File: src/rtl/uec_pkg.sv
// Functional notes
// Software saves line-control before extended setup and restores it afterwards.
// With line-control 0xBF, offsets 0x04/0x06 reach first resume/pause characters.
// With line-control 0xBF, offsets 0x05/0x07 reach second resume/pause characters.
// Feature-enable bits 3:0 select the automatic software flow-control mode.
// Software sets feature-enable bit 4 before writing gated enhanced fields.
// Modem-control bit 7 set makes the prescaler divide the clock by four.
// Modem-control bit 7 clear makes the prescaler pass the clock undivided.
// Gated fifo-control write programs receive and, on large variant, transmit thresholds.
// Feature bits 7:6 enable auto RTS/CTS; enable bits 7:6 their interrupts; RTS bit.
// Fifo-control bit 0 enables FIFOs, bit 3 selects block DMA using thresholds.
// Transmit FIFO holds 16 or 64 entries depending on variant.
// Interrupt identification reports the source as a five-bit code.
// Fifo-control bits 5:4 pick four transmit levels on large variant, one otherwise.
// Modem-control bit 6 enables infrared encode and decode.
// Threshold raises transmit-empty; two characters must be loaded before it rises again.
// Transmit DMA request asserts when spaces exceed threshold, drops when full.
// Pending transmit interrupt holds until a holding write or identification read.
// Cleared by identification read without writes, draining empty raises nothing.
// Any write services the flag; draining empty before refill raises it again.
// Resetting the transmit FIFO raises the transmit-empty interrupt.
// Without 0xBF in line-control, shared offsets reach the normal register set.
package uec_pkg;

  // ==========================================================
  // Register offsets
  localparam logic [2:0] OFS_HOLD      = 3'h0;
  localparam logic [2:0] OFS_IRQ_EN    = 3'h1;
  localparam logic [2:0] OFS_FIFO_CTL  = 3'h2;
  localparam logic [2:0] OFS_LINE_CTL  = 3'h3;
  localparam logic [2:0] OFS_MODEM_CTL = 3'h4;
  localparam logic [2:0] OFS_LINE_STAT = 3'h5;
  localparam logic [2:0] OFS_RESUME1   = 3'h4;
  localparam logic [2:0] OFS_RESUME2   = 3'h5;
  localparam logic [2:0] OFS_PAUSE1    = 3'h6;
  localparam logic [2:0] OFS_PAUSE2    = 3'h7;

  localparam logic [7:0] BANK_KEY = 8'hbf;
  localparam logic [7:0] REG_RST  = 8'h00;

  // ==========================================================
  // Field positions
  localparam int FE_GATE     = 4;
  localparam int FE_AUTO_RTS = 6;
  localparam int FE_AUTO_CTS = 7;
  localparam int MC_RTS      = 1;
  localparam int MC_IR       = 6;
  localparam int MC_PRESC    = 7;
  localparam int FC_ENABLE   = 0;
  localparam int FC_TX_RST   = 2;
  localparam int FC_DMA_MODE = 3;
  localparam int FC_TXLVL_LO = 4;
  localparam int IE_THRE     = 1;
  localparam int IE_RTS      = 6;
  localparam int IE_CTS      = 7;
  localparam int LC_DLAB     = 7;
  localparam int LS_FIFO_EMP = 5;
  localparam int LS_ALL_EMP  = 6;

  // Fields writable only while the bank gate is set, and the fifo-control pulse bits (FC_PULSES)
  localparam logic [7:0] IE_GATED   = 8'hf0;
  localparam logic [7:0] MC_GATED   = 8'he0;
  localparam logic [7:0] FC_GATED   = 8'h30;
  localparam logic [7:0] FC_PULSES  = 8'h06;

  // ==========================================================
  // Interrupt identification codes
  localparam logic [4:0] CODE_NONE = 5'h00;
  localparam logic [4:0] CODE_THRE = 5'h01;
  localparam logic [4:0] CODE_FLOW = 5'h10;

  // ==========================================================
  // Sizes and counts
  localparam int         DEPTH_SMALL  = 16;
  localparam int         DEPTH_LARGE  = 64;
  localparam logic [1:0] HYST_CHARS   = 2'h2;
  localparam logic [1:0] PRESC_LAST   = 2'h3;

  function automatic logic [6:0] tx_space_level(input logic [1:0] sel);
    case (sel)
      2'h0:    return 7'h08;
      2'h1:    return 7'h10;
      2'h2:    return 7'h20;
      default: return 7'h38;
    endcase
  endfunction : tx_space_level

  function automatic logic [7:0] gated_merge(input logic [7:0] old, input logic [7:0] din,
                                             input logic [7:0] mask, input logic open);
    return open ? din : ((din & ~mask) | (old & mask));
  endfunction : gated_merge

endpackage : uec_pkg

File: src/rtl/uec_cfg_txirq.sv
module uec_cfg_txirq
  import uec_pkg::*;
#(
  parameter int FIFO_DEPTH = DEPTH_LARGE
) (
  input  wire logic       clk,
  input  wire logic       sys_rst,
  input  wire logic [2:0] cpuAddr,
  input  wire logic [7:0] cpuDataIn,
  output logic      [7:0] cpuDataOut,
  output logic            cpuDataOe,
  input  wire logic       cpuRd,
  input  wire logic       cpuWr,
  output logic      [7:0] txData,
  output logic            txValid,
  input  wire logic       txTake,
  input  wire logic       ctsIn,
  output logic            rtsOut,
  output logic            autoRtsEn,
  output logic      [3:0] softFlowMode,
  output logic      [7:0] resumeChar1,
  output logic      [7:0] resumeChar2,
  output logic      [7:0] pauseChar1,
  output logic      [7:0] pauseChar2,
  output logic      [1:0] rxThreshold,
  output logic            irMode,
  output logic            prescTick,
  output logic            txDmaReq,
  output logic            interruptOut
);

  localparam int  CW    = $clog2(FIFO_DEPTH) + 1;
  localparam bit  LARGE = (FIFO_DEPTH == DEPTH_LARGE);

  if (FIFO_DEPTH != DEPTH_SMALL && FIFO_DEPTH != DEPTH_LARGE) begin : g_bad_depth
    $error("uec_cfg_txirq supports FIFO depths 16 and 64 only");
  end

  // ==========================================================
  // Configuration registers
  logic [7:0] lineCtl_r,  lineCtl_nxt;
  logic [7:0] irqEn_r,    irqEn_nxt;
  logic [7:0] feature_r,  feature_nxt;
  logic [7:0] fifoCtl_r,  fifoCtl_nxt;
  logic [7:0] modemCtl_r, modemCtl_nxt;
  logic [7:0] resume1_r,  resume1_nxt;
  logic [7:0] resume2_r,  resume2_nxt;
  logic [7:0] pause1_r,   pause1_nxt;
  logic [7:0] pause2_r,   pause2_nxt;

  logic bankSel;
  logic gateOpen;
  logic dlab;
  logic holdWr;
  logic txFlush;

  assign bankSel  = (lineCtl_r == BANK_KEY);
  assign gateOpen = feature_r[FE_GATE];
  assign dlab     = lineCtl_r[LC_DLAB] && !bankSel;
  assign holdWr   = cpuWr && cpuAddr == OFS_HOLD && !dlab;
  assign txFlush  = cpuWr && cpuAddr == OFS_FIFO_CTL && !bankSel && cpuDataIn[FC_TX_RST];

  always_comb begin
    lineCtl_nxt  = lineCtl_r;
    irqEn_nxt    = irqEn_r;
    feature_nxt  = feature_r;
    fifoCtl_nxt  = fifoCtl_r;
    modemCtl_nxt = modemCtl_r;
    resume1_nxt  = resume1_r;
    resume2_nxt  = resume2_r;
    pause1_nxt   = pause1_r;
    pause2_nxt   = pause2_r;
    if (cpuWr) begin
      case (cpuAddr)
        OFS_IRQ_EN: if (!dlab) irqEn_nxt = gated_merge(irqEn_r, cpuDataIn, IE_GATED, gateOpen);
        OFS_FIFO_CTL: begin
          if (bankSel) begin
            feature_nxt = cpuDataIn;
          end else begin
            // Reset bits are actions, never stored
            fifoCtl_nxt = gated_merge(fifoCtl_r, cpuDataIn, FC_GATED, gateOpen) & ~FC_PULSES;
          end
        end
        OFS_LINE_CTL: lineCtl_nxt = cpuDataIn;
        OFS_MODEM_CTL: begin
          if (bankSel) resume1_nxt = cpuDataIn;
          else modemCtl_nxt = gated_merge(modemCtl_r, cpuDataIn, MC_GATED, gateOpen);
        end
        OFS_RESUME2:   if (bankSel) resume2_nxt = cpuDataIn;
        OFS_PAUSE1:    if (bankSel) pause1_nxt = cpuDataIn;
        OFS_PAUSE2:    if (bankSel) pause2_nxt = cpuDataIn;
        default: ;
      endcase
    end
  end

  always_ff @(posedge clk) begin
    if (sys_rst) begin
      lineCtl_r  <= REG_RST;
      irqEn_r    <= REG_RST;
      feature_r  <= REG_RST;
      fifoCtl_r  <= REG_RST;
      modemCtl_r <= REG_RST;
      resume1_r  <= REG_RST;
      resume2_r  <= REG_RST;
      pause1_r   <= REG_RST;
      pause2_r   <= REG_RST;
    end else begin
      lineCtl_r  <= lineCtl_nxt;
      irqEn_r    <= irqEn_nxt;
      feature_r  <= feature_nxt;
      fifoCtl_r  <= fifoCtl_nxt;
      modemCtl_r <= modemCtl_nxt;
      resume1_r  <= resume1_nxt;
      resume2_r  <= resume2_nxt;
      pause1_r   <= pause1_nxt;
      pause2_r   <= pause2_nxt;
    end
  end

  // ==========================================================
  // Clear-to-send pin synchroniser
  logic ctsS1_r, ctsS2_r, ctsS3_r, ctsLvl_r, ctsLvl_nxt;

  // A change counts only once the second and third stages agree
  assign ctsLvl_nxt = (ctsS2_r == ctsS3_r) ? ctsS3_r : ctsLvl_r;

  always_ff @(posedge clk) begin
    if (sys_rst) begin
      ctsS1_r  <= 1'b0;
      ctsS2_r  <= 1'b0;
      ctsS3_r  <= 1'b0;
      ctsLvl_r <= 1'b0;
    end else begin
      ctsS1_r  <= ctsIn;
      ctsS2_r  <= ctsS1_r;
      ctsS3_r  <= ctsS2_r;
      ctsLvl_r <= ctsLvl_nxt;
    end
  end

  // ==========================================================
  // Transmit FIFO and output stage
  logic [CW-1:0] count;
  logic [7:0]    headData;
  logic [CW-1:0] capacity;
  logic [CW-1:0] spaces;
  logic [CW-1:0] level;
  logic          full;
  logic          empty;
  logic          push;
  logic          pop;
  logic          ctsOk;
  logic [7:0]    outData_r, outData_nxt;
  logic          outValid_r, outValid_nxt;

  // Without FIFO mode the channel holds a single character
  assign capacity = fifoCtl_r[FC_ENABLE] ? CW'(FIFO_DEPTH) : CW'(1);
  assign full     = (count >= capacity);
  assign empty    = (count == '0);
  assign spaces   = full ? '0 : capacity - count;
  // Small variant offers only the empty level
  assign level    = (LARGE && fifoCtl_r[FC_ENABLE]) ?
                    CW'(tx_space_level(fifoCtl_r[FC_TXLVL_LO +: 2])) : capacity;
  assign ctsOk    = !feature_r[FE_AUTO_CTS] || ctsLvl_r;
  assign push     = holdWr && !full;
  assign pop      = !empty && ctsOk && (!outValid_r || txTake) && !txFlush;

  uec_tx_fifo #(.WIDTH(8), .DEPTH(FIFO_DEPTH)) u_fifo (
    .clk(clk), .sys_rst(sys_rst), .flush(txFlush), .push(push), .pushData(cpuDataIn),
    .pop(pop), .headData(headData), .count(count)
  );

  always_comb begin
    outData_nxt  = outData_r;
    outValid_nxt = outValid_r;
    if (txTake) outValid_nxt = 1'b0;
    if (pop) begin
      outData_nxt  = headData;
      outValid_nxt = 1'b1;
    end
  end

  always_ff @(posedge clk) begin
    if (sys_rst) begin
      outData_r  <= 8'h00;
      outValid_r <= 1'b0;
    end else begin
      outData_r  <= outData_nxt;
      outValid_r <= outValid_nxt;
    end
  end

  // ==========================================================
  // Transmit-empty interrupt, flow interrupt, DMA request
  logic       threPend_r, threPend_nxt;
  logic [1:0] wrCnt_r,    wrCnt_nxt;
  logic       served_r,   served_nxt;
  logic       flowPend_r, flowPend_nxt;
  logic       dmaReq_r,   dmaReq_nxt;
  logic       interrupt_output_r,     interrupt_output_nxt;
  logic       rts_r,      rts_nxt;
  logic       ctsSeen_r;
  logic       iirRead;
  logic [4:0] code;
  logic       raise;
  logic       flowEvt;

  assign iirRead = cpuRd && cpuAddr == OFS_FIFO_CTL && !bankSel;
  assign rts_nxt = modemCtl_r[MC_RTS];
  assign code    = (threPend_r && irqEn_r[IE_THRE]) ? CODE_THRE :
                   flowPend_r ? CODE_FLOW : CODE_NONE;
  assign flowEvt = (irqEn_r[IE_CTS] && feature_r[FE_AUTO_CTS] && ctsSeen_r != ctsLvl_r) ||
                   (irqEn_r[IE_RTS] && rts_nxt != rts_r);
  // Threshold path re-arms only after two loads; the drain path after any load
  assign raise   = txFlush ||
                   (wrCnt_r >= HYST_CHARS && spaces >= level) ||
                   (served_r && empty);

  always_comb begin
    wrCnt_nxt  = wrCnt_r;
    served_nxt = served_r;
    if (raise) begin
      wrCnt_nxt  = push ? 2'h1 : 2'h0;
      served_nxt = push;
    end else if (push) begin
      if (wrCnt_r < HYST_CHARS) wrCnt_nxt = wrCnt_r + 2'h1;
      served_nxt = 1'b1;
    end
    // A set in the same cycle as a clear wins
    if (raise) threPend_nxt = 1'b1;
    else if (holdWr || (iirRead && code == CODE_THRE)) threPend_nxt = 1'b0;
    else threPend_nxt = threPend_r;
    flowPend_nxt = flowEvt || (flowPend_r && !(iirRead && code == CODE_FLOW));
    if (!fifoCtl_r[FC_ENABLE] || !fifoCtl_r[FC_DMA_MODE]) dmaReq_nxt = empty;
    else if (full) dmaReq_nxt = 1'b0;
    else if (LARGE ? (spaces > level) : empty) dmaReq_nxt = 1'b1;
    else dmaReq_nxt = dmaReq_r;
    interrupt_output_nxt = (threPend_nxt && irqEn_r[IE_THRE]) || flowPend_nxt;
  end

  always_ff @(posedge clk) begin
    if (sys_rst) begin
      threPend_r <= 1'b0;
      wrCnt_r    <= HYST_CHARS;
      served_r   <= 1'b0;
      flowPend_r <= 1'b0;
      dmaReq_r   <= 1'b0;
      interrupt_output_r     <= 1'b0;
      rts_r      <= 1'b0;
      ctsSeen_r  <= 1'b0;
    end else begin
      threPend_r <= threPend_nxt;
      wrCnt_r    <= wrCnt_nxt;
      served_r   <= served_nxt;
      flowPend_r <= flowPend_nxt;
      dmaReq_r   <= dmaReq_nxt;
      interrupt_output_r     <= interrupt_output_nxt;
      rts_r      <= rts_nxt;
      ctsSeen_r  <= ctsLvl_r;
    end
  end

  // ==========================================================
  // Prescaler
  logic [1:0] prescCnt_r, prescCnt_nxt;
  logic       tick_r,     tick_nxt;

  always_comb begin
    prescCnt_nxt = modemCtl_r[MC_PRESC] ? prescCnt_r + 2'h1 : 2'h0;
    tick_nxt     = modemCtl_r[MC_PRESC] ? (prescCnt_r == PRESC_LAST) : 1'b1;
  end

  always_ff @(posedge clk) begin
    if (sys_rst) begin
      prescCnt_r <= 2'h0;
      tick_r     <= 1'b0;
    end else begin
      prescCnt_r <= prescCnt_nxt;
      tick_r     <= tick_nxt;
    end
  end

  // ==========================================================
  // Read data
  logic [7:0] rdData_r, rdData_nxt;
  logic       rdOe_r;

  always_comb begin
    rdData_nxt = 8'h00;
    case (cpuAddr)
      OFS_IRQ_EN:    rdData_nxt = dlab ? 8'h00 : irqEn_r;
      OFS_FIFO_CTL:  rdData_nxt = bankSel ? feature_r :
                                  {{2{fifoCtl_r[FC_ENABLE]}}, code, code == CODE_NONE};
      OFS_LINE_CTL:  rdData_nxt = lineCtl_r;
      OFS_MODEM_CTL: rdData_nxt = bankSel ? resume1_r : modemCtl_r;
      OFS_LINE_STAT: rdData_nxt = bankSel ? resume2_r :
                     8'((8'(empty) << LS_FIFO_EMP) | (8'(empty && !outValid_r) << LS_ALL_EMP));
      OFS_PAUSE1:    rdData_nxt = bankSel ? pause1_r : 8'h00;
      OFS_PAUSE2:    rdData_nxt = bankSel ? pause2_r : 8'h00;
      default:       rdData_nxt = 8'h00;
    endcase
    if (!cpuRd) rdData_nxt = rdData_r;
  end

  always_ff @(posedge clk) begin
    if (sys_rst) begin
      rdData_r <= 8'h00;
      rdOe_r   <= 1'b0;
    end else begin
      rdData_r <= rdData_nxt;
      rdOe_r   <= cpuRd;
    end
  end

  // ==========================================================
  // Outputs
  assign cpuDataOut   = rdData_r;
  assign cpuDataOe    = rdOe_r;
  assign txData       = outData_r;
  assign txValid      = outValid_r;
  assign rtsOut       = rts_r;
  assign autoRtsEn    = feature_r[FE_AUTO_RTS];
  assign softFlowMode = feature_r[3:0];
  assign resumeChar1  = resume1_r;
  assign resumeChar2  = resume2_r;
  assign pauseChar1   = pause1_r;
  assign pauseChar2   = pause2_r;
  assign rxThreshold  = fifoCtl_r[7:6];
  assign irMode       = modemCtl_r[MC_IR];
  assign prescTick    = tick_r;
  assign txDmaReq     = dmaReq_r;
  assign interruptOut = interrupt_output_r;

endmodule : uec_cfg_txirq

File: src/rtl/uec_tx_fifo.sv
module uec_tx_fifo
  import uec_pkg::*;
#(
  parameter int WIDTH = 8,
  parameter int DEPTH = DEPTH_LARGE
) (
  input  wire logic                   clk,
  input  wire logic                   sys_rst,
  input  wire logic                   flush,
  input  wire logic                   push,
  input  wire logic [WIDTH-1:0]       pushData,
  input  wire logic                   pop,
  output logic      [WIDTH-1:0]       headData,
  output logic      [$clog2(DEPTH):0] count
);

  localparam int AW = $clog2(DEPTH);

  generate
    if ((1 << AW) != DEPTH) begin : g_bad_depth
      $error("uec_tx_fifo depth must be a power of two");
    end
  endgenerate

  logic [WIDTH-1:0] mem [DEPTH];
  logic [AW-1:0]    wrPtr_r;
  logic [AW-1:0]    wrPtr_nxt;
  logic [AW-1:0]    rdPtr_r;
  logic [AW-1:0]    rdPtr_nxt;
  logic [AW:0]      count_r;
  logic [AW:0]      count_nxt;

  // ==========================================================
  // Pointers
  always_comb begin
    wrPtr_nxt = wrPtr_r;
    rdPtr_nxt = rdPtr_r;
    count_nxt = count_r;
    if (flush) begin
      wrPtr_nxt = '0;
      rdPtr_nxt = '0;
      count_nxt = '0;
    end else begin
      if (push) wrPtr_nxt = wrPtr_r + 1'b1;
      if (pop) rdPtr_nxt = rdPtr_r + 1'b1;
      count_nxt = count_r + (AW+1)'(push) - (AW+1)'(pop);
    end
  end

  always_ff @(posedge clk) begin
    if (sys_rst) begin
      wrPtr_r <= '0;
      rdPtr_r <= '0;
      count_r <= '0;
    end else begin
      wrPtr_r <= wrPtr_nxt;
      rdPtr_r <= rdPtr_nxt;
      count_r <= count_nxt;
    end
  end

  // Storage carries no reset; the count decides what is valid
  always_ff @(posedge clk) begin
    if (push && !flush) mem[wrPtr_r] <= pushData;
  end

  assign headData = mem[rdPtr_r];
  assign count    = count_r;

endmodule : uec_tx_fifo
File: config.mk
export PLATFORM = sky130hd
export DESIGN_NAME = uec_cfg_txirq
export DESIGN_NICKNAME = d
export VERILOG_FILES = /design/src/rtl/uec_pkg.sv /design/src/rtl/uec_cfg_txirq.sv /design/src/rtl/uec_tx_fifo.sv
export SDC_FILE = /design/constraint.sdc
export NUM_CORES = 1
export LEC_CHECK = 0
export BUFFER_PORTS_ARGS = -buffer_cell sky130_fd_sc_hd__buf_2
export CELL_PAD_IN_SITES_DETAIL_PLACEMENT = 0
export CELL_PAD_IN_SITES_GLOBAL_PLACEMENT = 2
export CORE_AREA = 4 4 251 253
export CTS_BUF_LIST = sky130_fd_sc_hd__clkbuf_16
export DETAILED_ROUTE_END_ITERATION = 10
export DIE_AREA = 0 0 255 257
export PLACE_DENSITY_LB_ADDON = 0.1
export SLEW_MARGIN = 25
export SYNTH_ARGS = -nofsm -noshare
export SYNTH_HDL_FRONTEND = slang
export SYNTH_SLANG_ARGS = --single-unit
File: constraint.sdc
create_clock -name clk -period 4.15 [get_ports clk]
set_clock_uncertainty 0.2 [all_clocks]
set_input_delay 0.415 -clock clk [delete_from_list [all_inputs] [get_ports clk]]
set_output_delay 0.415 -clock clk [all_outputs]
set_load 0.05 [all_outputs]
==> run_results.csv, run 1 <==
group,metric,value,unit
outcome,status,"finished, final reports clean",
pwr,design_power_total,0.01600,W
cells_and_area,fillCellCount,5227,
synthesis,syn_inst,1592,
cells_and_area,area_growth,15.44,%
grt,grt_pass1_vias,14880,
clock_network,cts_inserted_buffers,71,
detailed_routing,ant_nets,0,
pwr,power_frac_comb,16.8,%
clock_network,hold_buffers,4,
grt,grt_pass1_wl,101000,microns
clock_network,path_clk_slew,0.06,ns
timing,slew_violations,0,
timing,max_freq,259.1,MHz
floorplan,die_area,65540,sq um
synthesis,synth.distinct_cells,69,
pwr,p_leak,10.21,nW
synthesis,synth_seq_area_share,68.96,%
clock_network,cts.path.max_buffers,3,
synthesis,synth_edf_count,512,
cells_and_area,multi_input_area,7361,sq um
pwr,p_switching,0.004254,W
worst_setup_path,crit_arrival,4.11,ns
clock_network,numClockSinks,635,
floorplan,fp.dieW,255,microns
cells_and_area,seq_area,17850,sq um
timing,tns,0,ns
detailed_routing,vias,14470,
floorplan,coreArea,61030,sq um
timing,worst_pin_slew,0.9924,ns
floorplan,start_util,42.39,%
clock_network,clk_latency,0.60,ns
worst_setup_path,cp-start-kind,"flip-flop",
clock_network,cts-htree-levels,3,
detailed_routing,detail_route.iter0.violations,1160,
detailed_routing,drtPass1Iterations,5,
grt,grt_antenna_before_repair,0,
timing,min_period,3.860,ns
placed_design,dpl.hpwl,44900,microns
worst_setup_path,cp_max_fo,5,
pwr,p_sw_share,26.59,%
worst_setup_path,critPathCaptureType,"flip-flop",
synthesis,ys_ff_latch,635,
synthesis,syn-cell-area,25870,sq um
detailed_routing,drc,0,
synthesis,synthArstFlopShare,0,%
placed_design,gp_congestion,0.8069,
clock_network,tritoncts,"yes",
placed_design,io_buffers,78,
timing,setup_violations,0,
grt,grt_max_degree,73,
cells_and_area,layout.nets,1801,
worst_setup_path,criticalPathCategory,"flip-flop to flip-flop",
floorplan,row_count,91,
job,max_cap_violations,0,
cells_and_area,drive_gt1_share,22.96,%
floorplan,ioPinCount,79,
pwr,vdd_drop_max,299.0,uV
detailed_routing,via_per_inst,5.553,
timing,timing.final.crit_share,93.00,%
cells_and_area,diodes,0,
pwr,p_clk_share,38.4,%
pwr,p_int,0.01175,W
synthesis,syn_nets,1634,
detailed_routing,wl_per_cell,26.35,microns
timing,finalHoldViolations,0,
timing,max_slew_margin,33.84,%
clock_network,root_buffer,"clkbuf_16",
grt,grt_usage,20.97,%
synthesis,syn_avg_cell_area,16.25,sq um
clock_network,cts_setup_buffers,0,
pwr,seqPwrFrac,44.8,%
clock_network,ctsResizeCount,0,
synthesis,ys_warn_count,0,
floorplan,die_h,257,microns
hold_path,hold_class,"primary input to flip-flop",
grt,gr-total-overflow,0,
pwr,power_density,535.8,nW/um^2
timing,rsz0062_at_grt,"no",
detailed_routing,totalWireLength,68670,microns
synthesis,ys.flop_type,"edfxtp_1",
worst_setup_path,required,4.40,ns
[Yosys cell counts, drive strengths merged, types with 6 or more instances]
library cell	instances	share of area, %
a21oi	42	0.81
dfxtp	123	9.5
nand4	12	0.29
o21ai	19	0.37
buf	59	1.7
inv	26	0.38
edfxtp	512	59
a222oi	7	0.27
o22ai	13	0.31
nand2	72	1.1
xor2	10	0.34
clkbuf	37	0.54
a31oi	6	0.15
a22oi	15	0.44
mux4	117	10
nand3b	7	0.20
and2	7	0.17
a211oi	6	0.17
nor3	11	0.23
a2111oi	11	0.45
xnor2	12	0.41
a22o	6	0.20
nand2b	7	0.17
nor2b	21	0.51
mux2	11	0.48
nand3	46	0.89
mux2i	127	4.9
ha	24	1.2
nor2	170	2.5
[layout by cell type, fill, tap and decap left out, types with 14 or more instances in the layout]
cell type / netlist / layout
a21oi_1: 42 / 42
a22oi_1: 15 / 15
buf_2: 27 / 75
buf_4: 15 / 108
clkbuf_16: 0 / 72
clkinv_1: 1 / 14
dfxtp_1: 123 / 120
edfxtp_1: 512 / 512
ha_1: 24 / 24
inv_1: 26 / 47
mux2i_1: 127 / 127
mux4_2: 111 / 111
nand2_1: 71 / 71
nand3_1: 46 / 46
nor2_1: 169 / 169
nor2b_1: 21 / 21
o21ai_0: 18 / 18
[power by group through the flow]
stage	clock network (W)	logic (W)	registers [W]
after global placement	0	0.00270	0.00732
after detailed placement	0	0.00269	0.00732
after floorplan	0	0.00182	0.00732
final	0.00614	0.00268	0.00718
after CTS	0.00630	0.00271	0.00718
after global routing	0.00659	0.00289	0.00719
[metrics by stage]
step	instance area, sq um	instances	setup slack (ns)	utilization (%)	hold WS (ns)
2_1_floorplan	25870	1592	0.3885	-	0.2049
3_3_place_gp	27540	2472	0.3641	45.12	0.2123
3_5_place_dp	27540	2472	0.3519	45.13	0.2226
4_1_cts	29860	2606	0.3080	48.93	0.1056
5_1_grt	29860	2606	0.03060	48.93	0.1253
6_report	29860	2606	0.2903	48.93	0.1040
[metal layers]
layer	global-route usage, %	vias to the layer above	share of wire [%]
li1	-	6536	-
met2	34.06	367	48
met3	3.820	99	4.9
met4	6.502	0	2.7
met1	28.99	7468	44
met5	0	-	0
[flip-flops by register name, summed over array words and instances, names as in the netlist, 7 cells and up]
signal / count
feature_r: 8
irqEn_r: 8
u_fifo.mem: 512
txData: 8
lineCtl_r: 8
resumeChar1: 8
resumeChar2: 8
cpuDataOut: 8
pauseChar2: 8
pauseChar1: 8
modemCtl_r: 8
u_fifo.count: 7
[worst max-delay path, cell delays in order, from the launching register on]
cell	delay [ns]
dfxtp_1	0.38
inv_1	0.10
ha_1	0.22
and3b_1	0.24
a222oi_1	0.57
nand2_1	0.17
inv_1	0.12
ha_1	0.23
inv_1	0.05
ha_1	0.16
inv_1	0.06
fa_1	0.43
o21bai_1	0.21
a21oi_1	0.13
o21bai_1	0.13
a21oi_1	0.09
xnor2_1	0.16
nor2_1	0.05
[logic make-up after synthesis]
family / Yosys count / share of synthesized area (%)
muxes: 255 / 15.67
buffers and inverters: 123 / 2.588
xor gates and xnor gates: 22 / 0.7449
AOI/OAI and AO/OA: 152 / 4.063
adders and majority gates: 25 / 1.238
DFF: 635 / 68.96
and+or+nand+nor: 380 / 6.743
[final cells by class]
cell class                      instances  share of cell area [%]
Sequential cell                       635                   59.76
Multi-Input combinational cell        834                   24.65
Clock buffer                           72                   6.034
Timing Repair Buffer                  190                   4.307
Tap cell                              790                   3.310
Clock inverter                         58                   1.596
Inverter                               27                  0.3394
[worst paths after layout]
| path | start | to | slack (ns) | depth (start not counted) |
|---|---|---|---|---|
| max reg2reg | u_fifo.count[2]$_SDFF_PP0_ | u_fifo.count[6]$_SDFF_PP0_ | 0.29 | 17 |
| min | sys_rst | ctsS2_r$_SDFF_PP0_ | 0.10 | 2 |
| min reg2reg | prescCnt_r[0]$_SDFF_PP0_ | prescCnt_r[0]$_SDFF_PP0_ | 0.23 | 1 |
| max | u_fifo.count[2]$_SDFF_PP0_ | u_fifo.count[6]$_SDFF_PP0_ | 0.29 | 17 |
Power figures use the tool's default switching activity.
==> run 2: changes to the inputs <==
- CORE_AREA: 4 4 251 253 -> 4 4 240 242
- DIE_AREA: 0 0 255 257 -> 0 0 244 246
- REMOVE_ABC_BUFFERS: not set -> 1
==> run 2 against run 1 <==
Against the previous run: sequential power is essentially flat; final area shrank 1.3%; sequential share of layout area is 0.78 points higher; routed wire length down 2.6%; worst setup slack improved by 0.11 ns; fmax is 2.8% higher; first-iteration DRC count is 12% higher; critical endpoint unchanged.
==> run_results.csv, run 2 (same netlist as run 1, synthesis figures left out) <==
group,metric,value,unit
outcome,status,"finished, final reports clean",
timing,setup_violations,0,
grt,grt_max_degree,67,
detailed_routing,ant_nets,0,
detailed_routing,drc,0,
grt,grt_util_met1,31.80,%
pwr,p_leak,10.03,nW
timing,tns,0,ns
floorplan,coreArea,55090,sq um
cells_and_area,layout.nets,1789,
job,max_cap_violations,0,
clock_network,path_clk_slew,0.06,ns
timing,timing.final.crit_share,90.44,%
detailed_routing,detail_route.iter0.violations,1303,
hold_path,hold_path_depth,3,
pwr,design_power_total,0.01536,W
worst_setup_path,reg2reg_slack,0.40,ns
clock_network,numClockSinks,635,
clock_network,tritoncts,"yes",
worst_setup_path,slowest_stage,"a222oi_1",
detailed_routing,vias,14510,
placed_design,gp_congestion,0.8078,
worst_setup_path,r2r-end,"u_fifo.count[6]$_SDFF_PP0_",
detailed_routing,via_per_inst,5.695,
floorplan,die_h,246,microns
timing,finalHoldViolations,0,
timing,min_period,3.753,ns
grt,grt-busiest-layer,"met2",
cells_and_area,drive_gt1_share,22.07,%
clock_network,cts_setup_buffers,0,
timing,max_slew_margin,36.45,%
clock_network,cts_inserted_buffers,69,
pwr,vdd_drop_max,273.9,uV
worst_setup_path,critPathCaptureType,"flip-flop",
clock_network,cts.path.max_buffers,3,
floorplan,fp.dieW,244,microns
cells_and_area,fillCellCount,4627,
pwr,power_density,521.2,nW/um^2
cells_and_area,largest_reg_flops,512,
grt,grt_pass1_vias,14810,
worst_setup_path,criticalPathCategory,"flip-flop to flip-flop",
floorplan,die_area,60020,sq um
worst_setup_path,cp_cell_sequence,"inv_1, ha_1, and3b_1, a222oi_1, nand2_1, inv_1, ha_1, inv_1, ha_1, inv_1, fa_1, o21bai_1, a21oi_1, o21bai_1, a21oi_1, xnor2_1, nor2_1",
cells_and_area,multi_input_area,7361,sq um
grt,grt_pass1_wl,100300,microns
grt,gr-total-overflow,0,
cells_and_area,regMostFlops,"u_fifo.mem",
floorplan,ioPinCount,79,
clock_network,cts-htree-levels,3,
worst_setup_path,reg2reg_depth,17,
detailed_routing,totalWireLength,66860,microns
worst_setup_path,crit_top_cell,"inv_1",
placed_design,pre_cts_ws,0.4174,ns
floorplan,row_count,86,
placed_design,io_buffers,78,
worst_setup_path,max_stage_delay,0.58,ns
clock_network,ctsResizeCount,0,
hold_path,min_from,"cpuWr",
cells_and_area,final_common_cell,"edfxtp_1",
clock_network,root_buffer,"clkbuf_16",
hold_path,min_to,"irqEn_r[3]$_SDFFE_PP0P_",
placed_design,dpl.hpwl,43640,microns
worst_setup_path,crit_arrival,3.99,ns
clock_network,clk_latency,0.60,ns
floorplan,start_util,46.95,%
worst_setup_path,regToRegStartpoint,"u_fifo.count[2]$_SDFF_PP0_",
detailed_routing,drtPass1Iterations,5,
worst_setup_path,required,4.39,ns
timing,layout_setup_ws,0.3967,ns
timing,slew_violations,0,
detailed_routing,wl_per_cell,26.25,microns
grt,grt_use_met3,4.223,%
clock_network,hold_buffers,3,
cells_and_area,area_growth,13.96,%
hold_path,hold_class,"primary input to flip-flop",
worst_setup_path,cp-start-kind,"flip-flop",
grt,use_met2,36.59,%
timing,worst_pin_slew,0.9532,ns
grt,grt_antenna_before_repair,0,
worst_setup_path,cp_max_fo,5,
timing,rsz0062_at_grt,"no",
grt,grt_usage,22.70,%
cells_and_area,final_cell_mix,"512 x edfxtp_1, 169 x nor2_1, 127 x mux2i_1",
timing,max_freq,266.4,MHz
cells_and_area,diodes,0,
cells_and_area,seq_area,17850,sq um
==> run 2: cell types whose count changed in the layout (fill, tap and decap cells not counted), sizes merged <==
cell / before / now
dlygate4sd3: 4 / 3
inv: 50 / 51
clkinv: 26 / 28
bufinv: 8 / 0
buf: 186 / 177
clkbuf: 72 / 70
==> run 2: worst max-delay path by stage <==
stage,start,end,depth (start not counted)
4_1_cts,u_fifo.count[4]$_SDFF_PP0_,u_fifo.count[6]$_SDFF_PP0_,17
5_1_grt,u_fifo.count[2]$_SDFF_PP0_,u_fifo.count[6]$_SDFF_PP0_,17
2_1_floorplan,u_fifo.rdPtr_r[1]$_SDFFE_PP0P_,txData[0]$_SDFFE_PP0P_,6
3_3_place_gp,u_fifo.count[4]$_SDFF_PP0_,u_fifo.count[6]$_SDFF_PP0_,17
3_5_place_dp,u_fifo.count[2]$_SDFF_PP0_,u_fifo.count[6]$_SDFF_PP0_,17
6_report,u_fifo.count[2]$_SDFF_PP0_,u_fifo.count[6]$_SDFF_PP0_,17
==> run 2: where the power goes <==
group / total [W] / leakage (nW) / switching [W] / internal (W)
combinational: 0.00268 / 3.36 / 0.00158 / 0.00110
sequential: 0.00716 / 5.60 / 0.000183 / 0.00698
clock: 0.00552 / 1.07 / 0.00246 / 0.00306
==> run 2: metal layers <==
layer | up-vias | part of all wire [%] | routed length (microns)
met5 | - | 0 | 0
met4 | 0 | 2.5 | 1682
met3 | 111 | 5.7 | 3781
met2 | 421 | 48 | 32010
met1 | 7469 | 44 | 29380
li1 | 6505 | - | -
==> run 2: final cells by class <==
class / count / share of cell area, %
tap: 748 / 3.175
clock inverter: 53 / 0.8743
clock buffer: 70 / 5.942
inverter: 27 / 0.3438
multi-input combinational: 834 / 24.97
sequential: 635 / 60.55
timing repair buffer: 180 / 4.151
==> run 2: critical path, delay by kind of cell, from the launching register on <==
kind,cells,cell delay [ns]
adder cells (fa/ha/maj),4,1.04
buffers and inverters,4,0.33
XOR/XNOR,1,0.17
AO/OA/AOI/OAI,5,1.05
AND/OR/NAND/NOR,3,0.43
flip-flops,1,0.36
==> run 2: metrics by stage <==
step / std cells / area (sq um) / util [%] / hold WS, ns
final: 2547 / 29480 / 53.51 / 0.1351
after global routing: 2547 / 29480 / 53.51 / 0.1336
after CTS: 2547 / 29470 / 53.50 / 0.1036
after detailed placement: 2421 / 27440 / 49.80 / 0.2234
after global placement: 2421 / 27430 / 49.79 / 0.2151
after floorplan: 1496 / 25300 / - / 0.2016
==> run 3: changes to the inputs <==
- PLACE_DENSITY: not set -> 0.83
- PLACE_DENSITY_LB_ADDON: 0.1 -> not set
==> run 3 against run 2 <==
Against the previous run: sequential cell count is the same; critical path depth rose by 1; utilization grew 0.48 points; via count rose by 0.28%.
==> run_results.csv, run 3 (same netlist as run 1, synthesis figures left out) <==
group,metric,value,unit
clock_network,numClockSinks,635,
floorplan,coreArea,55090,sq um
clock_network,cts.path.max_buffers,3,
pwr,p_clk_share,38.3,%
pwr,power_density,532.8,nW/um^2
floorplan,start_util,46.95,%
timing,layout_setup_ws,0.4700,ns
pwr,design_power_total,0.01585,W
pwr,p_leak,10.12,nW
clock_network,cts_inserted_buffers,67,
placed_design,placed_cells,2423,
floorplan,die_h,246,microns
timing,max_slew_margin,39.55,%
grt,grt_pass1_wl,94210,microns
detailed_routing,ant_nets,0,
outcome,status,"finished, final reports clean",
cells_and_area,final_common_cell,"edfxtp_1",
pwr,vdd_drop_max,290.6,uV
grt,grt_pass1_vias,14830,
detailed_routing,detail_route.iter0.violations,1463,
timing,finalHoldViolations,0,
detailed_routing,via_per_inst,5.709,
grt,grt_usage,20.86,%
grt,grt_max_degree,73,
grt,gr-total-overflow,0,
cells_and_area,fillCellCount,4503,
worst_setup_path,crit_top_cell,"inv_1",
floorplan,die_area,60020,sq um
timing,slew_violations,0,
detailed_routing,vias,14550,
detailed_routing,drc,0,
pwr,p_int,0.01172,W
floorplan,fp.dieW,244,microns
cells_and_area,diodes,0,
worst_setup_path,slowest_stage,"fa_1",
worst_setup_path,cp_cell_sequence,"inv_1, ha_1, and3b_1, a222oi_1, buf_4, nand2_1, inv_1, ha_1, inv_1, ha_1, inv_1, fa_1, o21bai_1, a21oi_1, o21bai_1, a21oi_1, xnor2_1, nor2_1",
cells_and_area,largest_reg_flops,512,
worst_setup_path,cp-startpoint,"u_fifo.count[2]$_SDFF_PP0_",
worst_setup_path,crit_arrival,3.93,ns
worst_setup_path,cp-start-kind,"flip-flop",
clock_network,path_clk_slew,0.07,ns
pwr,p_switching,0.004130,W
timing,setup_violations,0,
clock_network,root_buffer,"clkbuf_16",
detailed_routing,drtPass1Iterations,5,
floorplan,ioPinCount,79,
timing,max_freq,271.7,MHz
clock_network,tritoncts,"yes",
detailed_routing,totalWireLength,62320,microns
timing,worst_pin_slew,0.9068,ns
cells_and_area,seq_area,17850,sq um
cells_and_area,final_cells,2548,
worst_setup_path,path_delay_family,"adder cells",
cells_and_area,area_growth,14.98,%
job,max_cap_violations,0,
cells_and_area,multi_input_area,7361,sq um
placed_design,pre_cts_ws,0.3580,ns
clock_network,cts-htree-levels,3,
cells_and_area,layout.nets,1793,
detailed_routing,wl_per_cell,24.46,microns
timing,min_period,3.680,ns
worst_setup_path,regToRegStartpoint,"u_fifo.count[2]$_SDFF_PP0_",
placed_design,dpl.hpwl,39680,microns
timing,timing.final.crit_share,88.67,%
clock_network,clk_latency,0.60,ns
worst_setup_path,worst-path-buf-inv,5,
floorplan,row_count,86,
cells_and_area,drive_gt1_share,23.06,%
pwr,seqPwrFrac,45.0,%
worst_setup_path,max_stage_delay,0.42,ns
worst_setup_path,criticalPathCategory,"flip-flop to flip-flop",
cells_and_area,regMostFlops,"u_fifo.mem",
hold_path,min_from,"cpuWr",
worst_setup_path,required,4.40,ns
worst_setup_path,cp_max_fo,5,
hold_path,hold_class,"primary input to flip-flop",
cells_and_area,final_cell_mix,"512 x edfxtp_1, 169 x nor2_1, 127 x mux2i_1",
pwr,p_sw_share,26.06,%
timing,whs,0.1231,ns
placed_design,io_buffers,78,
timing,rsz0062_at_grt,"no",
pwr,power_frac_comb,16.8,%
worst_setup_path,critPathCaptureType,"flip-flop",
placed_design,gp_congestion,0.8566,
grt,grt_antenna_before_repair,0,
clock_network,ctsResizeCount,0,
[run 3: final timing paths]
path | endpoint | slack [ns] | depth (start not counted)
worst min-delay path | irqEn_r[3]$_SDFFE_PP0P_ | 0.12 | 3
worst max register to register | u_fifo.count[6]$_SDFF_PP0_ | 0.47 | 18
worst max-delay path | u_fifo.count[6]$_SDFF_PP0_ | 0.47 | 18
worst min register to register | prescCnt_r[0]$_SDFF_PP0_ | 0.23 | 1
[run 3: power by group through the flow]
stage          logic, W  clock network (W)  registers [W]
4_1_cts         0.00266            0.00618        0.00713
3_3_place_gp    0.00263                  0        0.00726
5_1_grt         0.00288            0.00646        0.00714
6_report        0.00266            0.00606        0.00712
2_1_floorplan   0.00161                  0        0.00756
3_5_place_dp    0.00264                  0        0.00726
[run 3: timing repair]
item                       4_1_cts  5_1_grt
setup endpoints to repair        0        1
hold endpoints to repair        19        0
hold buffers                     5        0
buffers inserted                 0        2
[run 3: routing by layer]
layer	share of wire (%)	GRT usage [%]	up-vias
met5	0	0	-
met4	2.2	6.110	0
met3	6.0	3.711	101
met2	48	33.90	477
met1	43	29.23	7464
li1	-	-	6504
[run 3: through the flow]
stage	utilization, %	instance area [sq um]	TNS, ns
3_5_place_dp	49.82	27450	0
2_1_floorplan	-	25300	-29.44
5_1_grt	53.99	29740	0
4_1_cts	53.94	29720	0
6_report	53.99	29740	0
3_3_place_gp	49.82	27450	0
[run 3: area by class of cell]
class / instances / area share, %
Sequential cell: 635 / 60.00
Multi-Input combinational cell: 834 / 24.75
Clock buffer: 69 / 5.805
Timing Repair Buffer: 186 / 4.283
Tap cell: 748 / 3.147
Clock inverter: 49 / 1.674
Inverter: 27 / 0.3408
[run 3: tightest hold or removal path, cell delays in order]
cell and delay [ns]:
buf_2 0.25, nand3_1 0.15, a21oi_1 0.06
